<file path="config.mk">
export PLATFORM = sky130hd
export DESIGN_NAME = pdl_core
export DESIGN_NICKNAME = d
export VERILOG_FILES = /design/src/core/pdl_pkg.sv /design/src/core/pdl_core.sv /design/src/core/pdl_filter.sv
export SDC_FILE = /design/constraint.sdc
export NUM_CORES = 2
export LEC_CHECK = 0
export BUFFER_PORTS_ARGS = -buffer_cell sky130_fd_sc_hd__buf_2
export CORE_AREA = 2 2 368 370
export CTS_CLUSTER_SIZE = 12
export DETAILED_ROUTE_END_ITERATION = 8
export DIE_AREA = 0 0 370 372
export GPL_TIMING_DRIVEN = 0
export SLEW_MARGIN = 0
export SYNTH_ARGS = -nofsm -noshare
export SYNTH_HDL_FRONTEND = slang
export SYNTH_SLANG_ARGS = --single-unit
</file>
<file path="constraint.sdc">
create_clock -name clk_i -period 13.1 [get_ports clk_i]
set_clock_uncertainty 0.1 [all_clocks]
set_input_delay 0.655 -clock clk_i [delete_from_list [all_inputs] [get_ports clk_i]]
set_output_delay 0.655 -clock clk_i [all_outputs]
set_load 0.05 [all_outputs]
</file>
<file path="src/core/pdl_pkg.sv">
// constants and types shared by the duty loop and monitor core
package pdl_pkg;
	// ****************************************
	// clock and timing
	// ****************************************
	localparam int CLK_HZ      = 200_000_000;
	localparam int FSW_500K_HZ = 500_000;
	localparam int FSW_750K_HZ = 750_000;
	localparam int FSW_1M_HZ   = 1_000_000;
	localparam int MON_RATE_HZ = 700;
	localparam int MON_CHANS   = 3;
	// longest allowed spacing between two conversions, rounded down
	localparam int MON_STEP_DEF = CLK_HZ / (MON_RATE_HZ * MON_CHANS);
	localparam logic [8:0] PER_500K = 9'(CLK_HZ / FSW_500K_HZ);
	localparam logic [8:0] PER_750K = 9'(CLK_HZ / FSW_750K_HZ);
	localparam logic [8:0] PER_1M   = 9'(CLK_HZ / FSW_1M_HZ);
	localparam int PHASE_W   = 5;
	localparam int DUTY_FRAC = 8;

	// ****************************************
	// register byte offsets
	// ****************************************
	localparam logic [7:0] ADR_DUTY_LIMIT = 8'h00;
	localparam logic [7:0] ADR_PHASE      = 8'h04;
	localparam logic [7:0] ADR_FREQ       = 8'h08;
	localparam logic [7:0] ADR_NUM_BASE   = 8'h0c;
	localparam logic [7:0] ADR_DEN1       = 8'h2c;
	localparam logic [7:0] ADR_DEN2       = 8'h30;
	localparam logic [7:0] ADR_DEN3       = 8'h34;
	localparam logic [7:0] ADR_VOUT_MON   = 8'h38;
	localparam logic [7:0] ADR_IOUT_MON   = 8'h3c;
	localparam logic [7:0] ADR_TEMP_MON   = 8'h40;
	localparam logic [7:0] ADR_STATUS     = 8'h44;

	// ****************************************
	// fields and reset values
	// ****************************************
	localparam int         DL_SAT_BIT   = 8;
	localparam logic [7:0] DL_LIMIT_RST = 8'hc0;
	localparam logic [15:0] NUM_C0_RST  = 16'h0100;
	localparam logic [7:0] TEMP_REF     = 8'h19;
	localparam int         TC_SHIFT     = 8;
	localparam int         NUM_SHIFT    = 8;
	localparam int         DEN_SHIFT    = 6;
	localparam int         ST_SAT_HI    = 8;
	localparam int         ST_SAT_LO    = 9;
	localparam int         ST_LOCK      = 10;

	typedef enum logic [1:0] {
		FSW_500K = 2'b00,
		FSW_750K = 2'b01,
		FSW_1M   = 2'b10
	} pdl_fsw_type;

	typedef enum logic [1:0] {
		MON_CH_VOUT = 2'b00,
		MON_CH_IOUT = 2'b01,
		MON_CH_TEMP = 2'b10
	} pdl_chan_type;
endpackage

</file>
<file path="src/core/pdl_core.sv">
// duty loop, saturation feedforward, sync/interleave and monitor core
// Operation
// duty never exceeds the programmed duty limit
// software sets limit a little above vout over minimum vin
// feedforward forces duty to zero or limit by error sign
// inside the window duty follows the compensation filter
// an excursion reaches the limit within one switching cycle
// feedforward enable bit sits beside the limit; off means no jumps
// software caps the limit near 120-140 percent when feedforward used
// software leaves feedforward off above 2.0 V output
// filter is third order, three zeros and three poles
// filter uses four numerator and three denominator coefficients
// numerator coefficients are high/low pairs, denominators single
// vout, iout and temperature digitised at 8 bits
// each quantity sampled at least at 700 Hz
// latest results kept in three freely refreshed registers
// current reading corrected using temperature reading
// manager copies monitor registers into its ring buffer
// switching cycle locked to master clock at 500k, 750k, 1M
// pwm edge lags master clock edge in 11.25 degree steps
// new settings take effect only at a switching-cycle boundary
`timescale 1ns/1ps
`default_nettype none
module pdl_core
	import pdl_pkg::*;
#(
	parameter int               MON_STEP = MON_STEP_DEF,
	parameter logic signed [7:0] SAT_WIN = 8'sh10
) (
	input  wire logic        clk_i,
	input  wire logic        rst_i,
	input  wire logic [7:0]  adr_i,
	input  wire logic [31:0] dat_i,
	input  wire logic [3:0]  sel_i,
	input  wire logic        we_i,
	input  wire logic        cyc_i,
	input  wire logic        stb_i,
	output logic [31:0]      dat_o,
	output logic             ack_o,
	input  wire logic        sync_data_line_i,
	input  wire logic signed [7:0] err_i,
	output logic             pwm_o,
	output logic             adc_start_o,
	output logic [1:0]       adc_ch_o,
	input  wire logic        adc_done_i,
	input  wire logic [7:0]  adc_data_i
);
	if (MON_STEP < 4 || MON_STEP > MON_STEP_DEF || MON_STEP >= (1 << 17)) begin : g_chk
		$error("pdl_core: MON_STEP out of range");
	end
	if (SAT_WIN < 8'sh01) begin : g_chk_win
		$error("pdl_core: SAT_WIN must be positive");
	end

	// ****************************************
	// register file
	// ****************************************
	logic [8:0]        duty_limit_reg;
	logic [4:0]        phase_reg;
	logic [1:0]        freq_reg;
	logic [7:0]        num_coef_reg [0:7];
	logic [7:0]        den_coef1;
	logic [7:0]        den_coef2;
	logic [7:0]        den_coef3;
	logic [7:0]        vout_monitor_reg;
	logic [7:0]        iout_monitor_reg;
	logic [7:0]        temp_monitor_reg;
	logic              ack_reg;
	logic [31:0]       rdata_reg;
	logic              wr_go;
	logic [31:0]       rd_next;
	logic              sat_hi_reg;
	logic              sat_lo_reg;
	logic              lock_reg;
	logic [7:0]        duty_reg;

	// write lands on the edge where the master sees ack
	assign wr_go = cyc_i && stb_i && we_i && ack_reg;

	always_ff @(posedge clk_i) begin
		if (rst_i) begin
			ack_reg <= 1'b0;
		end else begin
			ack_reg <= cyc_i && stb_i && !ack_reg;
		end
	end

	always_ff @(posedge clk_i) begin
		if (rst_i) begin
			duty_limit_reg <= {1'b0, DL_LIMIT_RST};
			phase_reg      <= '0;
			freq_reg       <= FSW_500K;
			num_coef_reg   <= '{default: 8'h00};
			den_coef1      <= '0;
			den_coef2      <= '0;
			den_coef3      <= '0;
		end else if (wr_go) begin
			unique case (adr_i)
				ADR_DUTY_LIMIT: begin
					if (sel_i[0]) duty_limit_reg[7:0] <= dat_i[7:0];
					if (sel_i[1]) duty_limit_reg[DL_SAT_BIT] <= dat_i[DL_SAT_BIT];
				end
				ADR_PHASE: if (sel_i[0]) phase_reg <= dat_i[4:0];
				ADR_FREQ:  if (sel_i[0]) freq_reg <= dat_i[1:0];
				ADR_DEN1:  if (sel_i[0]) den_coef1 <= dat_i[7:0];
				ADR_DEN2:  if (sel_i[0]) den_coef2 <= dat_i[7:0];
				ADR_DEN3:  if (sel_i[0]) den_coef3 <= dat_i[7:0];
				default: begin
					for (int i = 0; i < 8; i++) begin
						if (adr_i == ADR_NUM_BASE + 8'(4 * i) && sel_i[0]) begin
							num_coef_reg[i] <= dat_i[7:0];
						end
					end
				end
			endcase
		end
	end

	always_comb begin
		rd_next = '0;
		unique case (adr_i)
			ADR_DUTY_LIMIT: rd_next[8:0] = duty_limit_reg;
			ADR_PHASE:      rd_next[4:0] = phase_reg;
			ADR_FREQ:       rd_next[1:0] = freq_reg;
			ADR_DEN1:       rd_next[7:0] = den_coef1;
			ADR_DEN2:       rd_next[7:0] = den_coef2;
			ADR_DEN3:       rd_next[7:0] = den_coef3;
			ADR_VOUT_MON:   rd_next[7:0] = vout_monitor_reg;
			ADR_IOUT_MON:   rd_next[7:0] = iout_monitor_reg;
			ADR_TEMP_MON:   rd_next[7:0] = temp_monitor_reg;
			ADR_STATUS: begin
				rd_next[7:0]      = duty_reg;
				rd_next[ST_SAT_HI] = sat_hi_reg;
				rd_next[ST_SAT_LO] = sat_lo_reg;
				rd_next[ST_LOCK]   = lock_reg;
			end
			default: begin
				for (int i = 0; i < 8; i++) begin
					if (adr_i == ADR_NUM_BASE + 8'(4 * i)) rd_next[7:0] = num_coef_reg[i];
				end
			end
		endcase
	end

	always_ff @(posedge clk_i) begin
		if (rst_i) begin
			rdata_reg <= '0;
		end else if (cyc_i && stb_i && !ack_reg) begin
			rdata_reg <= rd_next;
		end
	end

	assign ack_o = ack_reg;
	assign dat_o = rdata_reg;

	// ****************************************
	// master clock sync and interleave
	// ****************************************
	logic       s1_reg;
	logic       s2_reg;
	logic       s3_reg;
	logic       lvl_reg;
	logic       lvl_d_reg;
	logic       sync_rise;
	logic [8:0] period_act;
	logic [4:0] phase_act;
	logic [8:0] pos_reg;
	logic [8:0] ph_cnt_reg;
	logic       ph_arm_reg;
	logic [13:0] dly_prod;
	logic       realign;
	logic       cyc_start;

	always_ff @(posedge clk_i) begin
		if (rst_i) begin
			s1_reg    <= 1'b0;
			s2_reg    <= 1'b0;
			s3_reg    <= 1'b0;
			lvl_reg   <= 1'b0;
			lvl_d_reg <= 1'b0;
		end else begin
			s1_reg    <= sync_data_line_i;
			s2_reg    <= s1_reg;
			s3_reg    <= s2_reg;
			// a change counts only once two stages agree
			if (s2_reg == s3_reg) lvl_reg <= s3_reg;
			lvl_d_reg <= lvl_reg;
		end
	end
	assign sync_rise = lvl_reg && !lvl_d_reg;

	// lag = period * steps / 32, one step being 11.25 degrees
	assign dly_prod = period_act * phase_act;
	assign realign  = ph_arm_reg && (ph_cnt_reg == '0);
	assign cyc_start = realign || (pos_reg == period_act - 9'h001);

	always_ff @(posedge clk_i) begin
		if (rst_i) begin
			ph_cnt_reg <= '0;
			ph_arm_reg <= 1'b0;
			lock_reg   <= 1'b0;
		end else if (sync_rise) begin
			ph_cnt_reg <= dly_prod[13:PHASE_W];
			ph_arm_reg <= 1'b1;
		end else if (ph_arm_reg) begin
			if (ph_cnt_reg == '0) begin
				ph_arm_reg <= 1'b0;
				lock_reg   <= 1'b1;
			end else begin
				ph_cnt_reg <= ph_cnt_reg - 9'h001;
			end
		end
	end

	// free-runs between master edges, snapped back on each lagged edge
	always_ff @(posedge clk_i) begin
		if (rst_i) begin
			pos_reg <= '0;
		end else if (cyc_start) begin
			pos_reg <= '0;
		end else begin
			pos_reg <= pos_reg + 9'h001;
		end
	end

	// ****************************************
	// settings shadowed at the cycle boundary
	// ****************************************
	logic [7:0]  lim_act;
	logic        sat_act;
	logic [15:0] c_act [0:3];
	logic [7:0]  b_act [1:3];

	always_ff @(posedge clk_i) begin
		if (rst_i) begin
			lim_act    <= DL_LIMIT_RST;
			sat_act    <= 1'b0;
			period_act <= PER_500K;
			phase_act  <= '0;
			c_act      <= '{NUM_C0_RST, 16'h0000, 16'h0000, 16'h0000};
			b_act      <= '{default: 8'h00};
		end else if (cyc_start) begin
			lim_act   <= duty_limit_reg[7:0];
			sat_act   <= duty_limit_reg[DL_SAT_BIT];
			phase_act <= phase_reg;
			for (int i = 0; i < 4; i++) begin
				c_act[i] <= {num_coef_reg[2 * i], num_coef_reg[2 * i + 1]};
			end
			b_act[1] <= den_coef1;
			b_act[2] <= den_coef2;
			b_act[3] <= den_coef3;
			unique case (freq_reg)
				FSW_500K: period_act <= PER_500K;
				FSW_750K: period_act <= PER_750K;
				FSW_1M:   period_act <= PER_1M;
				default:  period_act <= PER_500K;
			endcase
		end
	end

	// ****************************************
	// compensation and saturation feedforward
	// ****************************************
	logic signed [15:0] filt_y;
	logic [7:0]         filt_duty;
	logic [7:0]         duty_next;
	logic               hi_next;
	logic               lo_next;

	pdl_filter #(
		.E_W (8),
		.C_W (16),
		.B_W (8),
		.Y_W (16)
	) u_filter (
		.clk_i  (clk_i),
		.rst_i  (rst_i),
		.step_i (cyc_start),
		.err_i  (err_i),
		.c0_i   (c_act[0]),
		.c1_i   (c_act[1]),
		.c2_i   (c_act[2]),
		.c3_i   (c_act[3]),
		.den1_i (b_act[1]),
		.den2_i (b_act[2]),
		.den3_i (b_act[3]),
		.y_o    (filt_y)
	);

	always_comb begin
		if (filt_y < 16'sh0000) begin
			filt_duty = 8'h00;
		end else if (filt_y > 16'(lim_act)) begin
			filt_duty = lim_act;
		end else begin
			filt_duty = filt_y[7:0];
		end
		hi_next   = sat_act && (err_i > SAT_WIN);
		lo_next   = sat_act && (err_i < -SAT_WIN);
		duty_next = hi_next ? lim_act : (lo_next ? 8'h00 : filt_duty);
	end

	always_ff @(posedge clk_i) begin
		if (rst_i) begin
			duty_reg   <= '0;
			sat_hi_reg <= 1'b0;
			sat_lo_reg <= 1'b0;
		end else if (cyc_start) begin
			duty_reg   <= duty_next;
			sat_hi_reg <= hi_next;
			sat_lo_reg <= lo_next;
		end
	end

	// ****************************************
	// pwm generator
	// ****************************************
	logic [16:0] on_prod;
	logic        pwm_reg;

	assign on_prod = duty_reg * period_act;

	always_ff @(posedge clk_i) begin
		if (rst_i) begin
			pwm_reg <= 1'b0;
		end else begin
			pwm_reg <= pos_reg < on_prod[16:DUTY_FRAC];
		end
	end
	assign pwm_o = pwm_reg;

	// ****************************************
	// monitoring sequencer
	// ****************************************
	logic [16:0]       mon_cnt_reg;
	pdl_chan_type      ch_reg;
	logic              start_reg;
	logic signed [8:0] dt;
	logic signed [17:0] i_prod;
	logic signed [17:0] i_corr;

	always_ff @(posedge clk_i) begin
		if (rst_i) begin
			mon_cnt_reg <= '0;
			start_reg   <= 1'b0;
			ch_reg      <= MON_CH_VOUT;
		end else begin
			start_reg <= 1'b0;
			if (mon_cnt_reg == 17'(MON_STEP - 1)) begin
				mon_cnt_reg <= '0;
				start_reg   <= 1'b1;
				unique case (ch_reg)
					MON_CH_VOUT: ch_reg <= MON_CH_IOUT;
					MON_CH_IOUT: ch_reg <= MON_CH_TEMP;
					MON_CH_TEMP: ch_reg <= MON_CH_VOUT;
					default:     ch_reg <= MON_CH_VOUT;
				endcase
			end else begin
				mon_cnt_reg <= mon_cnt_reg + 17'h00001;
			end
		end
	end
	assign adc_start_o = start_reg;
	assign adc_ch_o    = ch_reg;

	// inductor resistance rises with heat, so scale the reading back
	assign dt     = $signed({1'b0, temp_monitor_reg}) - $signed({1'b0, TEMP_REF});
	assign i_prod = $signed({1'b0, adc_data_i}) * dt;
	assign i_corr = $signed({10'h000, adc_data_i}) - (i_prod >>> TC_SHIFT);

	always_ff @(posedge clk_i) begin
		if (rst_i) begin
			vout_monitor_reg <= '0;
			iout_monitor_reg <= '0;
			temp_monitor_reg <= TEMP_REF;
		end else if (adc_done_i) begin
			unique case (ch_reg)
				MON_CH_VOUT: vout_monitor_reg <= adc_data_i;
				MON_CH_IOUT: begin
					if (i_corr < 0) iout_monitor_reg <= 8'h00;
					else if (i_corr > 18'sh000ff) iout_monitor_reg <= 8'hff;
					else iout_monitor_reg <= i_corr[7:0];
				end
				MON_CH_TEMP: temp_monitor_reg <= adc_data_i;
				default: ;
			endcase
		end
	end

	// ****************************************
	// assertions
	// ****************************************
	duty_cap_a: assert property (@(posedge clk_i) disable iff (rst_i)
		cyc_start |=> duty_reg <= $past(lim_act))
		else $error("duty above limit");
	sat_high_a: assert property (@(posedge clk_i) disable iff (rst_i)
		(cyc_start && sat_act && err_i > SAT_WIN) |=> duty_reg == $past(lim_act))
		else $error("high excursion not forced to limit");
	sat_low_a: assert property (@(posedge clk_i) disable iff (rst_i)
		(cyc_start && sat_act && err_i < -SAT_WIN) |=> duty_reg == 8'h00)
		else $error("low excursion not forced to zero");
	sat_off_a: assert property (@(posedge clk_i) disable iff (rst_i)
		(cyc_start && !sat_act) |=> !sat_hi_reg && !sat_lo_reg
			&& duty_reg == $past(filt_duty))
		else $error("jump while feedforward off");
	in_window_a: assert property (@(posedge clk_i) disable iff (rst_i)
		(cyc_start && err_i <= SAT_WIN && err_i >= -SAT_WIN) |=> duty_reg == $past(filt_duty))
		else $error("duty not from filter inside window");
	full_on_a: assert property (@(posedge clk_i) disable iff (rst_i)
		(cyc_start && hi_next && lim_act >= 8'h10)
			|=> ##1 pwm_o [*8])
		else $error("pwm not driven to limit in cycle");
	shadow_hold_a: assert property (@(posedge clk_i) disable iff (rst_i)
		!$past(cyc_start) |-> $stable(lim_act) && $stable(sat_act) && $stable(period_act))
		else $error("setting changed mid period");
	// spacing far exceeds any delay range, so count it in a helper register
	logic [16:0] mon_gap_reg;

	always_ff @(posedge clk_i) begin
		if (rst_i || start_reg) begin
			mon_gap_reg <= '0;
		end else begin
			mon_gap_reg <= mon_gap_reg + 17'h00001;
		end
	end

	mon_rate_a: assert property (@(posedge clk_i) disable iff (rst_i)
		(start_reg |=> !start_reg) and (mon_gap_reg <= 17'(MON_STEP)))
		else $error("monitor conversion late");
	mon_store_a: assert property (@(posedge clk_i) disable iff (rst_i)
		(adc_done_i && ch_reg == MON_CH_VOUT) |=> vout_monitor_reg == $past(adc_data_i))
		else $error("vout result not stored");
	bus_ack_a: assert property (@(posedge clk_i) disable iff (rst_i)
		(cyc_i && stb_i && !ack_o) |=> ack_o ##1 !ack_o)
		else $error("ack not one cycle");
endmodule
`default_nettype wire

</file>
<file path="src/core/pdl_filter.sv">
// third-order compensation filter, steps once per switching cycle
`timescale 1ns/1ps
`default_nettype none
module pdl_filter
	import pdl_pkg::*;
#(
	parameter int E_W = 8,
	parameter int C_W = 16,
	parameter int B_W = 8,
	parameter int Y_W = 16
) (
	input  wire logic                  clk_i,
	input  wire logic                  rst_i,
	input  wire logic                  step_i,
	input  wire logic signed [E_W-1:0] err_i,
	input  wire logic signed [C_W-1:0] c0_i,
	input  wire logic signed [C_W-1:0] c1_i,
	input  wire logic signed [C_W-1:0] c2_i,
	input  wire logic signed [C_W-1:0] c3_i,
	input  wire logic signed [B_W-1:0] den1_i,
	input  wire logic signed [B_W-1:0] den2_i,
	input  wire logic signed [B_W-1:0] den3_i,
	output logic signed [Y_W-1:0]      y_o
);
	if (E_W + C_W > 30 || B_W + Y_W > 30) begin : g_chk
		$error("pdl_filter: widths too large for accumulator");
	end

	logic signed [E_W-1:0] e_reg [1:3];
	logic signed [Y_W-1:0] y_reg [1:3];
	logic signed [31:0]    num_sum;
	logic signed [31:0]    den_sum;
	logic signed [31:0]    acc;
	logic signed [Y_W-1:0] y_next;

	// ****************************************
	// difference equation
	// ****************************************
	// four zero taps and three pole taps; den1 near unity gives the integrator
	always_comb begin
		num_sum = 32'(c0_i * err_i) + 32'(c1_i * e_reg[1])
			+ 32'(c2_i * e_reg[2]) + 32'(c3_i * e_reg[3]);
		den_sum = 32'(den1_i * y_reg[1]) + 32'(den2_i * y_reg[2])
			+ 32'(den3_i * y_reg[3]);
		acc = (num_sum >>> NUM_SHIFT) + (den_sum >>> DEN_SHIFT);
		// saturate so a large excursion cannot wrap the integrator
		if (acc > 32'sd32767) begin
			y_next = Y_W'(16'sh7fff);
		end else if (acc < -32'sd32768) begin
			y_next = Y_W'(16'sh8000);
		end else begin
			y_next = Y_W'(acc);
		end
	end

	always_ff @(posedge clk_i) begin
		if (rst_i) begin
			e_reg <= '{default: '0};
			y_reg <= '{default: '0};
		end else if (step_i) begin
			e_reg[1] <= err_i;
			e_reg[2] <= e_reg[1];
			e_reg[3] <= e_reg[2];
			y_reg[1] <= y_next;
			y_reg[2] <= y_reg[1];
			y_reg[3] <= y_reg[2];
		end
	end

	assign y_o = y_reg[1];
endmodule
`default_nettype wire

</file>
# Word level (Yosys, flattened, before mapping)
# Cells that the tools add are included.
[totals] out_inout_bits=37 register_bits=379 word_cells=188 input_bits=67
[op_classes] mux=30 multipliers=10 addsub=12 n_eq_ne=25 n_bitwise=2 magnitude_cmp=9 reduce_logical=47
[op_table] cell="2-to-1 mux 8 bit" count=14
[op_table] cell="adder 32 bit" count=3
[op_table] cell="multiplier 16 x 8 -> 24 bit" count=4
[op_table] cell="multiplier 8 x 16 -> 24 bit" count=3
[op_table] cell="adder 32 x 24 -> 32 bit" count=2
[op_table] cell="== test 8 x 6 -> 1 bit (second input constant)" count=8
[op_table] cell="AND reduction 3 bit" count=16
[op_table] cell="== test 8 x 5 -> 1 bit (second input constant)" count=4
[op_table] cell="greater-than comparator 32 x 16 -> 1 bit (second input constant)" count=1
[op_table] cell="less-than comparator 32 x 16 -> 1 bit (second input constant)" count=1
[op_table] cell="2-to-1 mux 16 bit" count=2
[op_table] cell="case mux 3 bit (10 select lines)" count=1
[op_table] cell="adder 24 x 26 -> 27 bit" count=1
[op_table] cell="2-to-1 mux 9 bit" count=3
[op_table] cell="case mux 3 bit (9 select lines)" count=1
[op_table] cell="case mux 2 bit (10 select lines)" count=1
[op_table] cell="multiplier 9 x 9 -> 18 bit" count=1
[op_table] cell="case mux 9 bit (2 select lines)" count=1
[op_table] cell="subtractor 9 x 1 -> 9 bit (second input constant)" count=2
[op_table] cell="adder 17 x 1 -> 17 bit (second input constant)" count=1
[op_table] cell="== test 17 bit (second input constant)" count=1
[op_table] cell="multiplier 8 x 9 -> 17 bit" count=1
[op_table] cell="== test 8 x 4 -> 1 bit (second input constant)" count=2
[op_table] cell="== test 8 x 7 -> 1 bit (second input constant)" count=2
[op_table] cell="other kinds (32)" count=59

# Logic depth before layout (Yosys ltp)
[logic_depth] word_depth=10 ltp_mapped=53 mapped_depth_nobuf=51

# Hierarchy
# Synthesis repeated with hierarchy kept, for this count alone.
[hier_totals] cells_unflattened=5960 area_unflattened_um2=53956.7
[by_module_without_submodules] mod="pdl_filter" instances=1 cells_each=3777 seq_area_each_um2=1441.4 area_each_um2=35709.2
[by_module_without_submodules] mod="pdl_core" instances=1 cells_each=2183 seq_area_each_um2=6085.8 area_each_um2=18247.5

# Worst setup path after synthesis
# Ideal clock, no wire load.
[synth_path] kind="register to register" start="register b_act[10] (netlist bit)" end="register u_filter.y_reg (netlist bit u_filter.y_o[14])" synth_period_minus_slack_ps=11822 t_required_ps=12920 arrival_time_ps=11642 setup_slack_ps=1278 path_buffers=2 path_stages_with_launch=48 path_cell_list="dfxtp_1 clkbuf_1 nand2_1 fa_1 fa_1 inv_1 fa_1 fa_1 ha_1 o21ai_0 a21oi_1 o21ai_0 a211oi_1 a41oi_1 a211oi_1 a21oi_1 xor2_1 fa_1 [12 not listed] o211a_1 o31a_1 or4_1 o2111ai_1 nand3b_1 mux2i_1 ha_1 a21o_1 a21o_1 a21oi_1 xor2_1 a211oi_1 o311a_1 nand4_2 o41ai_4 buf_6 nand2_1 a211oi_2"
[synth_between] elab_chain_cells=7 elab_cells_between_ends=8
[synth_rtl] element="from (decl)" line_no="pdl_core.sv:232" text="logic [7:0] b_act [1:3];"
[synth_rtl] element="multiplier 8 x 16 -> 24 bit *" line_no="pdl_filter.sv:43" text="den_sum = 32'(den1_i * y_reg[1]) + 32'(den2_i * y_reg[2])"
[synth_rtl] element="adder 32 bit *" line_no="pdl_filter.sv:43"
[synth_rtl] element="adder 32 x 24 -> 32 bit *" line_no="pdl_filter.sv:44" text="+ 32'(den3_i * y_reg[3]);"
[synth_rtl] element="adder 24 x 26 -> 27 bit *" line_no="pdl_filter.sv:45" text="acc = (num_sum >>> NUM_SHIFT) + (den_sum >>> DEN_SHIFT);"
[synth_rtl] element="less-than comparator 32 x 16 -> 1 bit" line_no="pdl_filter.sv:49" text="end else if (acc < -32'sd32768) begin"
[synth_rtl] element="2-to-1 mux 16 bit" line_no="pdl_filter.sv:49"
[synth_rtl] element="2-to-1 mux 16 bit *" line_no="pdl_filter.sv:47" text="if (acc > 32'sd32767) begin"
[synth_rtl] element="to (decl)" line_no="pdl_filter.sv:30" text="logic signed [Y_W-1:0] y_reg [1:3];"
# Every way passes the cells marked *; elsewhere a longest branch is shown, timed or not.
# A chain may end at the register's enable or synchronous reset.

# Worst setup path after layout
[layout_path] start="register b_act[13] (netlist bit)" end="register u_filter.y_reg (netlist bit u_filter.y_o[7])"
# The elaborated chain is that of the path after synthesis.

==> impl.org <==
** Outcome
- Status :: finished clean

** Finish
- The post-route netlist has 4.66% of its cells at a drive strength greater than 1.
- From synthesis to final layout, the design area changed by 7.68%.
- Summing all multi-input logic gate instances after layout gives 44,000 sq um.
- In the final layout, flip-flops and latches occupy 7570 sq um.
- After routing the design area is 61,400 sq um.
- At the end of the flow, the number of nets in the layout was 8,292.
- The layout has 13.1k filler cells.
- Post-Route Utilization :: 45.8%

** Die
- Width of the chip :: 370 microns
- For this configuration, the core starts out at a cell density of 42.5%.
- The initialized floorplan defines 135 standard-cell rows.
- The die covers 138,000 sq um.
- In this run the count of I/O pins placed on the die edge is 104.
- Core footprint :: 134,000 sq um
- Die H :: 372 microns

** Global routing
- Global routing used 3.38% of the available met3 tracks.
- For this run, global-route usage on met2 was measured as 40.6%.
- The initial antenna violation count was 11.
- Global route hottest layer :: met2
- Total grt overflow :: 0
- The first global-routing pass estimated 262,000 microns of wire.
- Entering global routing, the biggest net connects 19 pins.
- Via count of the first global-routing pass :: 46.0k
- In the global route stage, overall resource usage came out at 24.5%.
- GR Layer Usage met1 :: 33.1%

** Timing
- The hold violation total from the final report is 0.
- Count of pins over their slew limit :: 0
- Final worst path period need :: 12.66 ns
- Measured against its own limit, the worst slew margin works out to 15.9%.
- Fmax :: 79.0 MHz
- Final period utilization :: 96.6%
- At the pin with the least slew margin, the transition time is 1.26 ns.
- Setup violation total in the final timing report :: 0

** Worst setup path
- Highest-delay cell along the critical path :: fa_1
- For the worst setup path, the data arrival time is 13.05 ns.
- Element type at the critical path start :: flop
- Depth of the most critical reg-to-reg path :: 49
- Largest stage delay on the critical path :: 0.57 ns
- Data required, critical path :: 13.50 ns
- Endpoint class of the critical path :: flop
- Worst reg2reg path startpoint :: b_act[13]$_SDFFE_PP0P_
- The most numerous cell type found on the critical path is fa_1.
- Critical path class :: flop to flop
- Of all nets on the critical path, the largest fanout is 10.
- The endpoint identified for the worst register-to-register timing path is u_filter.y_o[7]$_SDFFE_PP0P_.
- Slack of the worst reg-to-reg path :: 0.44 ns

** Clock tree
- Clock transition at path regs :: 0.06 ns
- In this run the number of H-tree levels came out at 2.
- Number of sinks driven by the clock tree :: 376
- The number of hold buffers added after CTS was 0.
- The clock passes through at most 3 buffers.
- Library cell used as clock root buffer :: clkbuf_16
- TritonCTS clock tree :: yes
- Worst-Skew Late Latency :: 0.61 ns
- Number of buffers inserted during clock tree synthesis :: 44

** Synthesis
- Among all cell types in the netlist, the one instantiated most often is inv_1.
- After synthesis, the netlist uses 92 different library cells.
- Summing the sequential cell areas from Yosys gives 13.2% of the chip area.
- Counting flops and latches in the post-synthesis netlist gives 376.
- Synthesized area :: 57,100 sq um
- Dividing the synthesized area by the synthesized cell count gives 8.58 sq um.
- In the post-synthesis netlist, the biggest area contributors are fa_1 (33%), dfxtp_1 (13%), ha_1 (12%), inv_1 (7.9%), and2_1 (6.6%).
- Number of synthesized flops with an enable pin :: 0
- For this run, asynchronously set or reset flops after synthesis account for 0%.
- Area share of the largest cell type after synthesis :: 32.7%
- The Yosys step of the flow raised 0 warnings.
- After synthesis, the most frequently instantiated cells are inv_1 (1,202), fa_1 (931), nand2_1 (906).
- Cell type contributing the most total cell area after synthesis :: fa_1
- In the synthesized netlist the dominant register cell turns out to be dfxtp_1.
- Post-synthesis instance total :: 6,654

** Run
- Max Cap Violations :: 0

** Drt
- The count of nets left with antenna violations once routing finished came out at 0.
- In the final routed layout, each cell accounts on average for 19.4 microns.
- DR DRC count :: 0
- Detailed routing inserted a total of 45.0k vias.
- After detailed routing, the total wire length is 167,000 microns.
- The first detailed-routing pass took 6 iterations.
- In the routed layout, each cell is associated on average with a via count of 5.24.
- DR iter-0 viols :: 3,012

** Placement
- Number of buffers inserted by port buffering :: 53
- Routability-driven placement finished with a final weighted congestion of 0.940.
- The placed instances occupy a cell area of 59,600 sq um.
- Detailed placer's ending HPWL :: 139,000 microns

** Min path
- Hold path startpoint :: sync_data_line_i
- Worst min-delay path class :: input pin to flop
- Number of stages on the worst hold path :: 2
- Endpoint of the worst hold-timing path :: s1_reg$_SDFF_PP0_

** Power
- VDD sags by at most 0.0859 mV.
- Leak pwr :: 28.3 nW
- Areal power density over the cells :: 45.2 nW/um^2
==> final cells by class <==
class,count,share of cell area (%)
well taps,1781,3.63
inverters,1206,7.38
plain buffers,279,2.01
clock buffers,61,2.06
multi-input cells,4796,71.6
flip-flops and latches,376,12.3
diodes,4,0.0163
clock inverters,15,0.362
repair buffers,65,0.580
==> layer usage <==
| metal | vias up | share of wire [%] |
|---|---|---|
| li1 | 20900 | - |
| met1 | 22400 | 43 |
| met2 | 1398 | 46 |
| met3 | 282 | 7.1 |
| met4 | 6 | 3.4 |
| met5 | - | 0.021 |
==> kinds of logic (layout without fill, tap and decap cells) <==
| family | count (synthesis) | in the layout | share of synthesized area (%) |
|---|---|---|---|
| AND/OR/NAND/NOR | 2254 | 2254 | 19.3 |
| buffers and inverters | 1502 | 1626 | 10.1 |
| adder cells (fa/ha/maj) | 1457 | 1457 | 44.2 |
| AO/OA/AOI/OAI | 798 | 798 | 9.01 |
| flip-flops | 376 | 376 | 13.2 |
| XOR/XNOR | 222 | 222 | 3.41 |
| multiplexers | 44 | 44 | 0.794 |
| other | 1 | 25 | 0.00657 |
==> how the worst max path moves through the flow <==
stage / start / end / slack (ns)
after global placement: b_act[10]$_SDFFE_PP0P_ / u_filter.y_o[6]$_SDFFE_PP0P_ / -1.01
after global routing: b_act[10]$_SDFFE_PP0P_ / u_filter.y_o[7]$_SDFFE_PP0P_ / -0.02
after detailed placement: b_act[10]$_SDFFE_PP0P_ / u_filter.y_o[6]$_SDFFE_PP0P_ / -1.05
final: b_act[13]$_SDFFE_PP0P_ / u_filter.y_o[7]$_SDFFE_PP0P_ / 0.44
after CTS: b_act[9]$_SDFFE_PP0P_ / u_filter.y_o[6]$_SDFFE_PP0P_ / 0.006
after floorplan: b_act[10]$_SDFFE_PP0P_ / u_filter.y_o[14]$_SDFFE_PP0P_ / 1.28
==> report_power, final <==
part / total (mW) / internal, mW / switching [mW]
sequential: 1.15 / 1.15 / 0.00548
combinational: 0.343 / 0.107 / 0.235
clock: 1.28 / 0.756 / 0.529
==> placed cells by master (no fill, tap or decap), types with 73 or more instances in the layout <==
cell,count
a21oi_1,390
and2_1,606
clkbuf_1,220
dfxtp_1,353
fa_1,931
ha_1,523
inv_1,1200
nand2_1,906
nand2b_1,100
nand3_1,153
nor2_1,255
o21ai_0,80
xnor2_1,147
xor2_1,73
==> critical path: cells and delay by family (launching register included) <==
family / cells / cell delay [ns]
muxes: 1 / 0.17
xor gates and xnor gates: 2 / 0.35
buffers and inverters: 8 / 0.94
and+or+nand+nor: 5 / 0.91
adders and majority gates: 12 / 5.40
AOI/OAI and AO/OA: 21 / 4.25
DFF: 1 / 0.41
==> what timing repair did <==
item,CTS,global route
resized for setup,35,94
buffers inserted,3,9
setup endpoints to repair,16,16
pin swaps,3,9
==> stage by stage <==
stage	cells	total power, mW	setup WS (ns)	setup TNS [ns]	hold slack [ns]
after global routing	8582	2.87	-0.0223	-0.0387	0.194
final	8583	2.78	0.442	0	0.182
after CTS	8584	2.79	0.00583	0	0.164
after detailed placement	8508	1.52	-1.05	-14.54	0.327
after global placement	8508	1.51	-1.01	-13.13	0.318
after floorplan	6674	1.40	1.28	0	0.314
(Power assumes the default switching activity.)
